--- src/adc_defs.svh ---
`ifndef ADC_DEFS_SVH
`define ADC_DEFS_SVH
`define ADC_CLK_PERIOD_NS   10
`define ADC_WAKE_WAIT_US    200
`define ADC_WAKE_CYCLES     ((`ADC_WAKE_WAIT_US * 1000 + `ADC_CLK_PERIOD_NS - 1) / `ADC_CLK_PERIOD_NS)
`define ADC_WAKE_REFRESHES  8
`define ADC_REF_PERIOD_MS   16
`define ADC_REF_ROWS        1024
`define ADC_REF_INTERVAL    ((`ADC_REF_PERIOD_MS * 1000000 / `ADC_REF_ROWS) / `ADC_CLK_PERIOD_NS)
`define ADC_RAS_PRE         4
`define ADC_RAS_CAS         2
`define ADC_CAS_ACCESS      4
`define ADC_CAS_PRE         1
`define ADC_CBR_SETUP       1
`define ADC_CBR_HOLD        5
`endif

--- src/adc_pkg.sv ---
package adc_pkg;
    typedef enum logic [3:0] {
        ST_WAKE    = 4'h0,
        ST_IDLE    = 4'h1,
        ST_ROW     = 4'h2,
        ST_COL     = 4'h3,
        ST_ACCESS  = 4'h4,
        ST_CAS_PRE = 4'h5,
        ST_CBR_CAS = 4'h6,
        ST_CBR_RAS = 4'h7,
        ST_PRE     = 4'h8
    } adc_state_e;

    typedef struct packed {
        logic        write;
        logic [1:0]  byte_en;
        logic [19:0] addr;
        logic [15:0] wdata;
    } adc_req_s;

    typedef struct packed {
        logic        ras_n;
        logic        lower_byte_column_strobe_n;
        logic        upper_byte_column_strobe_n;
        logic        we_n;
        logic        oe_n;
        logic [9:0]  addr;
    } adc_pins_s;
endpackage : adc_pkg

--- src/adc_ctrl.sv ---
`timescale 1ns/100ps
`include "adc_defs.svh"
module adc_ctrl #(
    parameter int WAKE_CYCLES = `ADC_WAKE_CYCLES,
    parameter int REF_INTERVAL = `ADC_REF_INTERVAL
) (
    input  wire logic              clk_in,       // 100 MHz
    input  wire logic              rst_n_in,     // sync reset
    input  wire logic              req_valid_in, // request offered
    input  wire adc_pkg::adc_req_s req_in,       // request fields
    output logic                   req_ready_out,// request taken
    output logic                   rd_valid_out, // read data pulse
    output logic [15:0]            rd_data_out,  // read data
    output logic                   init_done_out,// wake-up done
    output adc_pkg::adc_pins_s     pins_out,     // strobes, address
    output logic [15:0]            dq_out,       // data to device
    output logic                   dq_oe_out,    // drive data pins
    input  wire logic [15:0]       dq_in         // data from device
);
    adc_pkg::adc_state_e state_q;
    adc_pkg::adc_req_s   cur_q;
    logic [31:0]         cnt_q;
    logic [31:0]         ref_cnt_q;
    logic [3:0]          wake_left_q;
    logic                ref_due_q;
    logic                ref_late_q;
    logic [15:0]         dq_s1_q;
    logic [15:0]         dq_s2_q;

    // pins are asynchronous to us
    always_ff @(posedge clk_in) begin
        dq_s1_q <= dq_in;
        dq_s2_q <= dq_s1_q;
    end

    // refresh interval timer; a lapse while a refresh is still due forces the wake-up refreshes again, without the wake wait
    always_ff @(posedge clk_in) begin
        if (!rst_n_in) begin
            ref_cnt_q  <= 32'h0000_0000;
            ref_due_q  <= 1'b0;
            ref_late_q <= 1'b0;
        end else begin
            if (state_q == adc_pkg::ST_CBR_RAS && cnt_q == 32'h0000_0000) begin
                // an interval ending in this cycle still asks for one more refresh
                ref_due_q  <= (ref_cnt_q >= 32'(REF_INTERVAL - 1));
                ref_late_q <= 1'b0;
                ref_cnt_q  <= 32'h0000_0000;
            end else if (ref_cnt_q >= 32'(REF_INTERVAL - 1)) begin
                ref_cnt_q  <= 32'h0000_0000;
                ref_due_q  <= 1'b1;
                ref_late_q <= ref_due_q;
            end else begin
                ref_cnt_q <= ref_cnt_q + 32'h0000_0001;
            end
        end
    end

    // one cycle at a time; next access waits for full precharge unless it hits the open row with the same kind in page mode
    always_ff @(posedge clk_in) begin
        if (!rst_n_in) begin
            state_q       <= adc_pkg::ST_WAKE;
            cnt_q         <= 32'h0000_0000;
            wake_left_q   <= 4'h0;
            cur_q         <= '0;
            init_done_out <= 1'b0;
            req_ready_out <= 1'b0;
            rd_valid_out  <= 1'b0;
            rd_data_out   <= 16'h0000;
            pins_out      <= '{1'b1, 1'b1, 1'b1, 1'b1, 1'b1, 10'h000};
            dq_out        <= 16'h0000;
            dq_oe_out     <= 1'b0;
        end else begin
            req_ready_out <= 1'b0;
            rd_valid_out  <= 1'b0;
            case (state_q)
                adc_pkg::ST_WAKE: begin
                    if (cnt_q >= 32'(WAKE_CYCLES - 1)) begin
                        cnt_q       <= 32'h0000_0000;
                        wake_left_q <= 4'(`ADC_WAKE_REFRESHES);
                        state_q     <= adc_pkg::ST_PRE;
                    end else begin
                        cnt_q <= cnt_q + 32'h0000_0001;
                    end
                end
                adc_pkg::ST_PRE: begin
                    // both byte strobes and row strobe high clear held data
                    pins_out.ras_n                      <= 1'b1;
                    pins_out.lower_byte_column_strobe_n <= 1'b1;
                    pins_out.upper_byte_column_strobe_n <= 1'b1;
                    pins_out.we_n                       <= 1'b1;
                    pins_out.oe_n                       <= 1'b1;
                    dq_oe_out                           <= 1'b0;
                    if (cnt_q >= 32'(`ADC_RAS_PRE - 1)) begin
                        cnt_q   <= 32'h0000_0000;
                        state_q <= adc_pkg::ST_IDLE;
                    end else begin
                        cnt_q <= cnt_q + 32'h0000_0001;
                    end
                end
                adc_pkg::ST_IDLE: begin
                    if (ref_late_q && init_done_out) begin
                        init_done_out <= 1'b0;
                        wake_left_q   <= 4'(`ADC_WAKE_REFRESHES);
                    end else if (wake_left_q != 4'h0 || ref_due_q) begin
                        // column strobes fall first; no row address needed
                        pins_out.lower_byte_column_strobe_n <= 1'b0;
                        pins_out.upper_byte_column_strobe_n <= 1'b0;
                        state_q <= adc_pkg::ST_CBR_CAS;
                    end else if (req_valid_in) begin
                        cur_q          <= req_in;
                        req_ready_out  <= 1'b1;
                        pins_out.addr  <= req_in.addr[19:10];
                        state_q        <= adc_pkg::ST_ROW;
                    end
                end
                adc_pkg::ST_CBR_CAS: begin
                    if (cnt_q >= 32'(`ADC_CBR_SETUP - 1)) begin
                        cnt_q          <= 32'h0000_0000;
                        pins_out.ras_n <= 1'b0;
                        state_q        <= adc_pkg::ST_CBR_RAS;
                    end else begin
                        cnt_q <= cnt_q + 32'h0000_0001;
                    end
                end
                adc_pkg::ST_CBR_RAS: begin
                    if (cnt_q >= 32'(`ADC_CBR_HOLD - 1)) begin
                        cnt_q   <= 32'h0000_0000;
                        state_q <= adc_pkg::ST_PRE;
                        if (wake_left_q == 4'h1) begin
                            init_done_out <= 1'b1;
                        end
                        if (wake_left_q != 4'h0) begin
                            wake_left_q <= wake_left_q - 4'h1;
                        end
                    end else begin
                        cnt_q <= cnt_q + 32'h0000_0001;
                    end
                end
                adc_pkg::ST_ROW: begin
                    pins_out.ras_n <= 1'b0;
                    // write strobe before column strobe: early write, gate off
                    // never lowered after the column strobe, so no read-write cycle
                    pins_out.we_n  <= ~cur_q.write;
                    pins_out.oe_n  <= cur_q.write;
                    dq_out         <= cur_q.wdata;
                    dq_oe_out      <= cur_q.write;
                    state_q        <= adc_pkg::ST_COL;
                end
                adc_pkg::ST_COL: begin
                    if (cnt_q >= 32'(`ADC_RAS_CAS - 1)) begin
                        cnt_q         <= 32'h0000_0000;
                        pins_out.addr <= cur_q.addr[9:0];
                        state_q       <= adc_pkg::ST_ACCESS;
                    end else begin
                        cnt_q <= cnt_q + 32'h0000_0001;
                    end
                end
                adc_pkg::ST_ACCESS: begin
                    pins_out.lower_byte_column_strobe_n <= ~cur_q.byte_en[0];
                    pins_out.upper_byte_column_strobe_n <= ~cur_q.byte_en[1];
                    // read data crosses two sync stages before it is taken
                    if (cnt_q >= 32'(`ADC_CAS_ACCESS)) begin
                        cnt_q        <= 32'h0000_0000;
                        rd_valid_out <= ~cur_q.write;
                        rd_data_out  <= dq_s2_q;
                        state_q      <= adc_pkg::ST_CAS_PRE;
                    end else begin
                        cnt_q <= cnt_q + 32'h0000_0001;
                    end
                end
                adc_pkg::ST_CAS_PRE: begin
                    // page mode: same row and same kind keeps the row open
                    pins_out.lower_byte_column_strobe_n <= 1'b1;
                    pins_out.upper_byte_column_strobe_n <= 1'b1;
                    if (req_valid_in && !ref_due_q && req_in.write == cur_q.write
                        && req_in.addr[19:10] == cur_q.addr[19:10]) begin
                        cur_q         <= req_in;
                        req_ready_out <= 1'b1;
                        dq_out        <= req_in.wdata;
                        pins_out.addr <= req_in.addr[9:0];
                        state_q       <= adc_pkg::ST_ACCESS;
                    end else begin
                        state_q <= adc_pkg::ST_PRE;
                    end
                end
                default: begin
                    state_q <= adc_pkg::ST_PRE;
                end
            endcase
        end
    end

    property p_wake_wait;
        @(posedge clk_in) disable iff (!rst_n_in)
        (state_q == adc_pkg::ST_WAKE) |-> pins_out.ras_n && !init_done_out;
    endproperty
    a_wake_wait: assert property (p_wake_wait) else $error("strobe during wake wait");

    property p_early_write;
        @(posedge clk_in) disable iff (!rst_n_in)
        $fell(pins_out.lower_byte_column_strobe_n) && !pins_out.ras_n |-> cur_q.write == !pins_out.we_n;
    endproperty
    a_early_write: assert property (p_early_write) else $error("write strobe not set before column");

    property p_read_we_high;
        @(posedge clk_in) disable iff (!rst_n_in)
        $rose(pins_out.ras_n) && !cur_q.write |-> pins_out.we_n;
    endproperty
    a_read_we_high: assert property (p_read_we_high) else $error("write strobe low in read");

    property p_cbr_order;
        @(posedge clk_in) disable iff (!rst_n_in)
        (state_q == adc_pkg::ST_CBR_RAS) |-> !pins_out.lower_byte_column_strobe_n;
    endproperty
    a_cbr_order: assert property (p_cbr_order) else $error("column strobe high in refresh");

    property p_precharge;
        @(posedge clk_in) disable iff (!rst_n_in)
        $rose(pins_out.ras_n) |-> pins_out.ras_n [*3];
    endproperty
    a_precharge: assert property (p_precharge) else $error("row precharge too short");

    property p_write_gate;
        @(posedge clk_in) disable iff (!rst_n_in)
        dq_oe_out |-> pins_out.oe_n;
    endproperty
    a_write_gate: assert property (p_write_gate) else $error("gate low while driving data");
endmodule : adc_ctrl

--- config.mk ---
export PLATFORM = sky130hd
export DESIGN_NAME = adc_ctrl
export DESIGN_NICKNAME = d
export VERILOG_FILES = /design/src/adc_pkg.sv /design/src/adc_ctrl.sv
export VERILOG_INCLUDE_DIRS = /design/src
export SDC_FILE = /design/constraint.sdc
export NUM_CORES = 1
export LEC_CHECK = 0
export ABC_AREA = 1
export BUFFER_PORTS_ARGS = -buffer_cell sky130_fd_sc_hd__buf_2
export CORE_MARGIN = 5
export CORE_UTILIZATION = 35
export CTS_CLUSTER_SIZE = 28
export DETAILED_ROUTE_END_ITERATION = 8
export MAX_ROUTING_LAYER = met4
export PLACE_DENSITY = 0.63
export SETUP_SLACK_MARGIN = 0.3
export SYNTH_ARGS = -nofsm -noshare
export SYNTH_HDL_FRONTEND = slang
export SYNTH_SLANG_ARGS = --single-unit
export TNS_END_PERCENT = 100
--- constraint.sdc ---
create_clock -name clk_in -period 3.6 [get_ports clk_in]
set_input_delay 0.54 -clock clk_in [delete_from_list [all_inputs] [get_ports clk_in]]
set_output_delay 0.54 -clock clk_in [all_outputs]
set_load 0.01 [all_outputs]
; ---- Word-level counts from Yosys, hierarchy flattened
; Index checks and enable logic that the tools add are counted.
[word_totals]
ff_bits = 196
in_bits = 58
wordCells = 149
[classes]
addsub = 3
magnitude_cmp = 6
n_eq_ne = 26
n_mux = 52
bitwise_logic = 4
reduce_logical = 34
[op_table]
columns = cell, count
row1 = 32-bit 2-to-1 mux, 5
row2 = 32-bit one-hot mux with 5 select lines, 1
row3 = 39-bit 2-to-1 mux, 4
row4 = 39-bit one-hot mux with 2 select lines, 1
row5 = 32-bit by 1-bit adder with 32-bit output (second input constant), 2
row6 = 32-bit by 1-bit greater-or-equal comparator with 1-bit output (second input constant), 2
row7 = 4-bit 2-to-1 mux, 13
row8 = 10-bit 2-to-1 mux, 5
row9 = 4-bit one-hot mux with 9 select lines, 1
row10 = 32-bit by 11-bit greater-or-equal comparator with 1-bit output (second input constant), 1
row11 = 32-bit by 15-bit greater-or-equal comparator with 1-bit output (second input constant), 1
row12 = 32-bit by 2-bit greater-or-equal comparator with 1-bit output (second input constant), 1
row13 = 32-bit by 3-bit greater-or-equal comparator with 1-bit output (second input constant), 1
row14 = 32-bit zero test, 1
row15 = 16-bit one-hot mux with 2 select lines, 1
row16 = 10-bit one-hot mux with 3 select lines, 1
row17 = 2-bit inequality test (second input constant), 11
row18 = 4-bit by 3-bit == test with 1-bit output (second input constant), 4
row19 = 16-bit 2-to-1 mux, 1
row20 = 4-bit one-hot mux with 3 select lines, 1
row21 = 3-bit nonzero test, 4
row22 = 10-bit == test, 1
row23 = 1-bit 2-to-1 mux, 10
row24 = 5-bit AND reduction, 2
row25 = 27 further kinds, 50

; ---- Longest topological paths before layout
[logic_depth]
word_depth = 6
depth_mapped = 13
ltp_nobuf = 12

; ---- Least setup slack after synthesis
; No wires, ideal clock.
[synth_timing]
path_kind = input port to flip-flop
from = input req_in[30] (netlist bit)
to = register dq_out[10]
arrival_time_ns = 1.573
required_time_ns = 3.484
setup_slack_ns = 1.911
stages = 11
path_buffers = 1
path_cell_list = inv_1 > o21ai_0 > nor2_1 > nand2_1 > nor2_1 > nand3_1 > nand2_1 > inv_2 > buf_2 > nor2_1 > nor2_1
[synth_between]
elab_chain_cells = 4
[synth_rtl]
columns = element, line
row1 = "start, declared", adc_ctrl.sv:10  ; input wire adc_pkg::adc_req_s req_in,
row2 = 10-bit == test, adc_ctrl.sv:176  ; && req_in.addr[19:10] == cur_q.addr[19:10]) begin
row3 = 1-bit logical AND, adc_ctrl.sv:176
row4 = 2-bit inequality test (no source line), --
row5 = 2-bit AND reduction (no source line), --
row6 = "end signal, assigned", adc_ctrl.sv:145  ; dq_out <= cur_q.wdata;
row7 = "end signal, assigned", adc_ctrl.sv:179  ; dq_out <= req_in.wdata;
row8 = "end, declared", adc_ctrl.sv:16  ; output logic [15:0] dq_out,
; No other way between the ends.
; A chain may end at the register's enable or synchronous reset.

; ---- Worst setup path after layout
[layout_timing]
from = register state_q[3]
to = register cur_q[11] (netlist bit)
[layout_between]
elab_chain_cells = 3
elab_cells_between_ends = 9
classes_between = eq/ne: 6 / mux: 1 / reduce/logical: 2
[layout_rtl]
columns = element, line
row1 = "start, declared", adc_ctrl.sv:20  ; adc_pkg::adc_state_e state_q;
row2 = "start signal, assigned", adc_ctrl.sv:61  ; state_q <= adc_pkg::ST_WAKE;
row3 = "start signal, assigned", adc_ctrl.sv:80  ; state_q <= adc_pkg::ST_PRE;
row4 = "start signal, assigned", adc_ctrl.sv:95  ; state_q <= adc_pkg::ST_IDLE;
row5 = 4-bit by 3-bit == test with 1-bit output / 4-bit by 1-bit == test with 1-bit output (equally long branches), adc_ctrl.sv:75  ; case (state_q)
row6 = 2-bit inequality test (no source line) / 2-bit nonzero test (equally long branches), --
row7 = 5-bit AND reduction (no source line), --
row8 = "end signal, assigned", adc_ctrl.sv:110  ; cur_q <= req_in;
row9 = "end signal, assigned", adc_ctrl.sv:177  ; cur_q <= req_in;
row10 = "end, declared", adc_ctrl.sv:21  ; adc_pkg::adc_req_s cur_q;
; Several ways; a longest one is shown, not always the timed one.

==> impl_metrics.py <==
metrics = {
    "status": {
        "status": "complete, no violations",
    },
    "finish": {
        "layout-drive-gt1-share": 0.164,
        "register_area_sq_um": 3920,
        "final_util": 0.425,
        "nets": 1179,
        "multiInputGateArea_sq_um": 3320,
        "areaGrowthSynthToFinish_pct": 18.9,
        "n_fill_cell": 2189,
        "final_cell_count_no_fill": 1405,
    },
    "setup_path": {
        "r2r_cells": 11,
        "path_max_fanout": 33,
        "endpoint_kind": "register",
        "crit_arrival_ns": 2.82,
        "worstPathRequired_ns": 3.98,
        "critPathLaunchType": "register",
        "crit_type": "reg2reg",
    },
    "clocking": {
        "cts_hold_buffers": 0,
        "cts_tree": "built",
        "cts_repair_resize_count": 0,
        "cts-root-buf": "clkbuf_16",
        "clock-sinks": 196,
        "cts_inserted_buffers": 17,
        "cts.clk_slew.worst_paths_ns": 0.07,
        "cts-htree-levels": 4,
        "clockBufferDepth": 2,
        "clkLatencyLatePin_ns": 0.44,
        "cts_setup_buffers": 0,
    },
    "power": {
        "pwr_density_cell_nw_per_um2": 614,
        "peakVddDrop_mv": 0.404,
        "power_uw": 5540,
        "leakage_uw": 0.00420,
    },
    "route": {
        "drtAntennaViolNets": 0,
        "drt-initial-drc-count": 416,
        "drc": 0,
        "wirelength_um": 18200,
        "vias": 6371,
        "wl_per_cell_um": 13.0,
        "drtPass1Iterations": 5,
        "vias_per_cell": 4.53,
    },
    "grt": {
        "grt_max_degree": 51,
        "overflow": 0,
        "first_global_vias": 6096,
        "grt_usage": 0.155,
        "antenna_found_initial": 4,
        "grt_pass1_wl_um": 29700,
    },
    "yosys": {
        "syn_area_sq_um": 7590,
        "synth_top_area_share": 0.517,
        "synthArstFlopShare": 0,
        "yosys.area.top_type": "dfxtp_1",
        "synth_warnings": 0,
        "synth_area_per_cell_sq_um": 7.62,
        "ys_seq_elements": 196,
        "synth_top_flop_cell": "dfxtp_1",
        "synth_cell_types": 41,
        "synth_edf_count": 0,
        "seq_area_frac_synth": 0.517,
        "syn_inst": 996,
        "synth_area_leaders": "dfxtp_1 52%, nor2_1 13%, nand2_1 9.5%",
    },
    "sta": {
        "setup_viol": 0,
        "rsz0062_at_grt": "no",
        "max_freq_ghz": 0.410,
        "hold_ws_ns": 0.196,
        "post-route-period-util": 0.678,
        "final_max_slew_viol_count": 0,
        "relSlewSlack": 0.251,
        "worstMarginPinSlew_ns": 1.12,
        "fin_tns_setup_ns": 0,
        "finalCriticalPeriod_ns": 2.44,
        "timing_hold_violations_final": 0,
        "finClkSkew_ns": 0.0107,
    },
    "floorplan": {
        "fp.coreArea_sq_um": 21200,
        "initial_core_util": 0.358,
        "die_w_um": 157,
        "rows": 53,
        "fp.dieH_um": 157,
        "die_area_sq_um": 24700,
        "io_pins": 109,
    },
    "placed_design": {
        "place_inst": 1368,
        "place_hpwl_um": 12900,
        "io_buffers": 108,
        "place_congestion": 0.846,
    },
    "min_path": {
        "hp-class": "in2reg",
        "min_path_cells": 1,
    },
    "flow_run": {
        "max-cap-violations": 0,
    },
}
[critical path, cell delays in order (launching register included)]
cell,delay [ns]
dfxtp_1,0.33
inv_1,0.08
nand2_1,0.12
inv_1,0.07
nand2_1,0.18
buf_4,0.29
inv_2,0.06
nand3_1,0.12
nand2_1,0.08
inv_1,0.81
nor2_1,0.10
nor2_1,0.13
[flip-flops by register name, indices dropped and copies added, names as in the netlist]
signal,flops
cnt_q,32
cur_q,39
dq_oe_out,1
dq_out,16
dq_s1_q,16
dq_s2_q,16
init_done_out,1
pins_out,15
rd_data_out,16
rd_valid_out,1
ref_cnt_q,32
ref_due_q,1
ref_late_q,1
req_ready_out,1
state_q,4
wake_left_q,4
[layout make-up]
class / instances / area share
sequential: 196 / 0.435
multi-input combinational: 720 / 0.368
timing repair buffer: 114 / 0.0649
clock buffer: 18 / 0.0487
tap: 275 / 0.0381
inverter: 63 / 0.0262
clock inverter: 14 / 0.0179
antenna: 5 / 0.00139
[layout by cell type, fill, tap and decap left out, types with 3 or more instances in the layout]
master,synthesis,layout
o21ai_0,44,44
o21ai_1,46,46
nand4_1,8,8
buf_4,6,6
conb_1,1,21
xor2_1,16,16
nor3_1,18,18
nor2_2,13,13
a21oi_1,23,23
inv_2,9,9
nand2_2,4,4
inv_8,0,3
diode_2,0,5
xnor2_1,7,7
nand3_1,33,33
inv_6,0,4
nor2_1,256,256
inv_1,54,54
clkbuf_16,0,17
dfxtp_1,196,196
nor4_1,4,4
o211ai_1,6,6
buf_2,11,108
ha_1,9,9
nand2_1,192,192
[metal layers]
layer | global-route usage | share of wire
met4 | 0.0602 | 0.019
met3 | 0.0443 | 0.057
met1 | 0.197 | 0.47
met5 | - | 0
met2 | 0.233 | 0.46
[cells in the mapped netlist, types with 2 or more instances]
cell	number
o21ai_0	44
clkbuf_1	17
nand2_1	192
nand3_2	2
nor2_2	13
xor2_1	16
a21oi_2	2
nor4_1	4
inv_2	9
nand3_1	33
inv_1	54
buf_1	2
o21ai_1	46
nand4_1	8
ha_1	9
a21oi_1	23
buf_2	11
nand2_2	4
nor3_1	18
nor2_4	2
dfxtp_1	196
xnor2_1	7
nor2_1	256
buf_4	6
o211ai_1	6
[through the flow]
step	setup slack, ns	instance area (sq um)
final	1.16	9020
after global routing	0.891	9020
after CTS	1.14	9010
after detailed placement	1.10	8410
after global placement	1.07	8410
after floorplan	1.91	7660
[power by group]
group	total, uW	internal, uW	switching (uW)
Sequential	2480	2370	112
Combinational	1150	365	788
Clock	1910	1010	899
[worst paths after layout]
kind / startpoint / end / slack (ns)
max: state_q[3] / cur_q[11] / 1.16
min: dq_in[5] / dq_s1_q[5] / 0.20
max reg2reg: state_q[3] / cur_q[11] / 1.16
min reg2reg: dq_s1_q[15] / dq_s2_q[15] / 0.33
[kinds of logic after synthesis]
group                    after synthesis  share of synthesized area
AND/OR/NAND/NOR                      539                      0.296
AO/OA/AOI/OAI                        128                     0.0895
other                                  1                   0.000494
flip-flops                           196                      0.517
XOR/XNOR                              23                     0.0265
adder cells (fa/ha/maj)                9                     0.0148
buffers and inverters                100                     0.0552
Power figures use the tool's default switching activity.
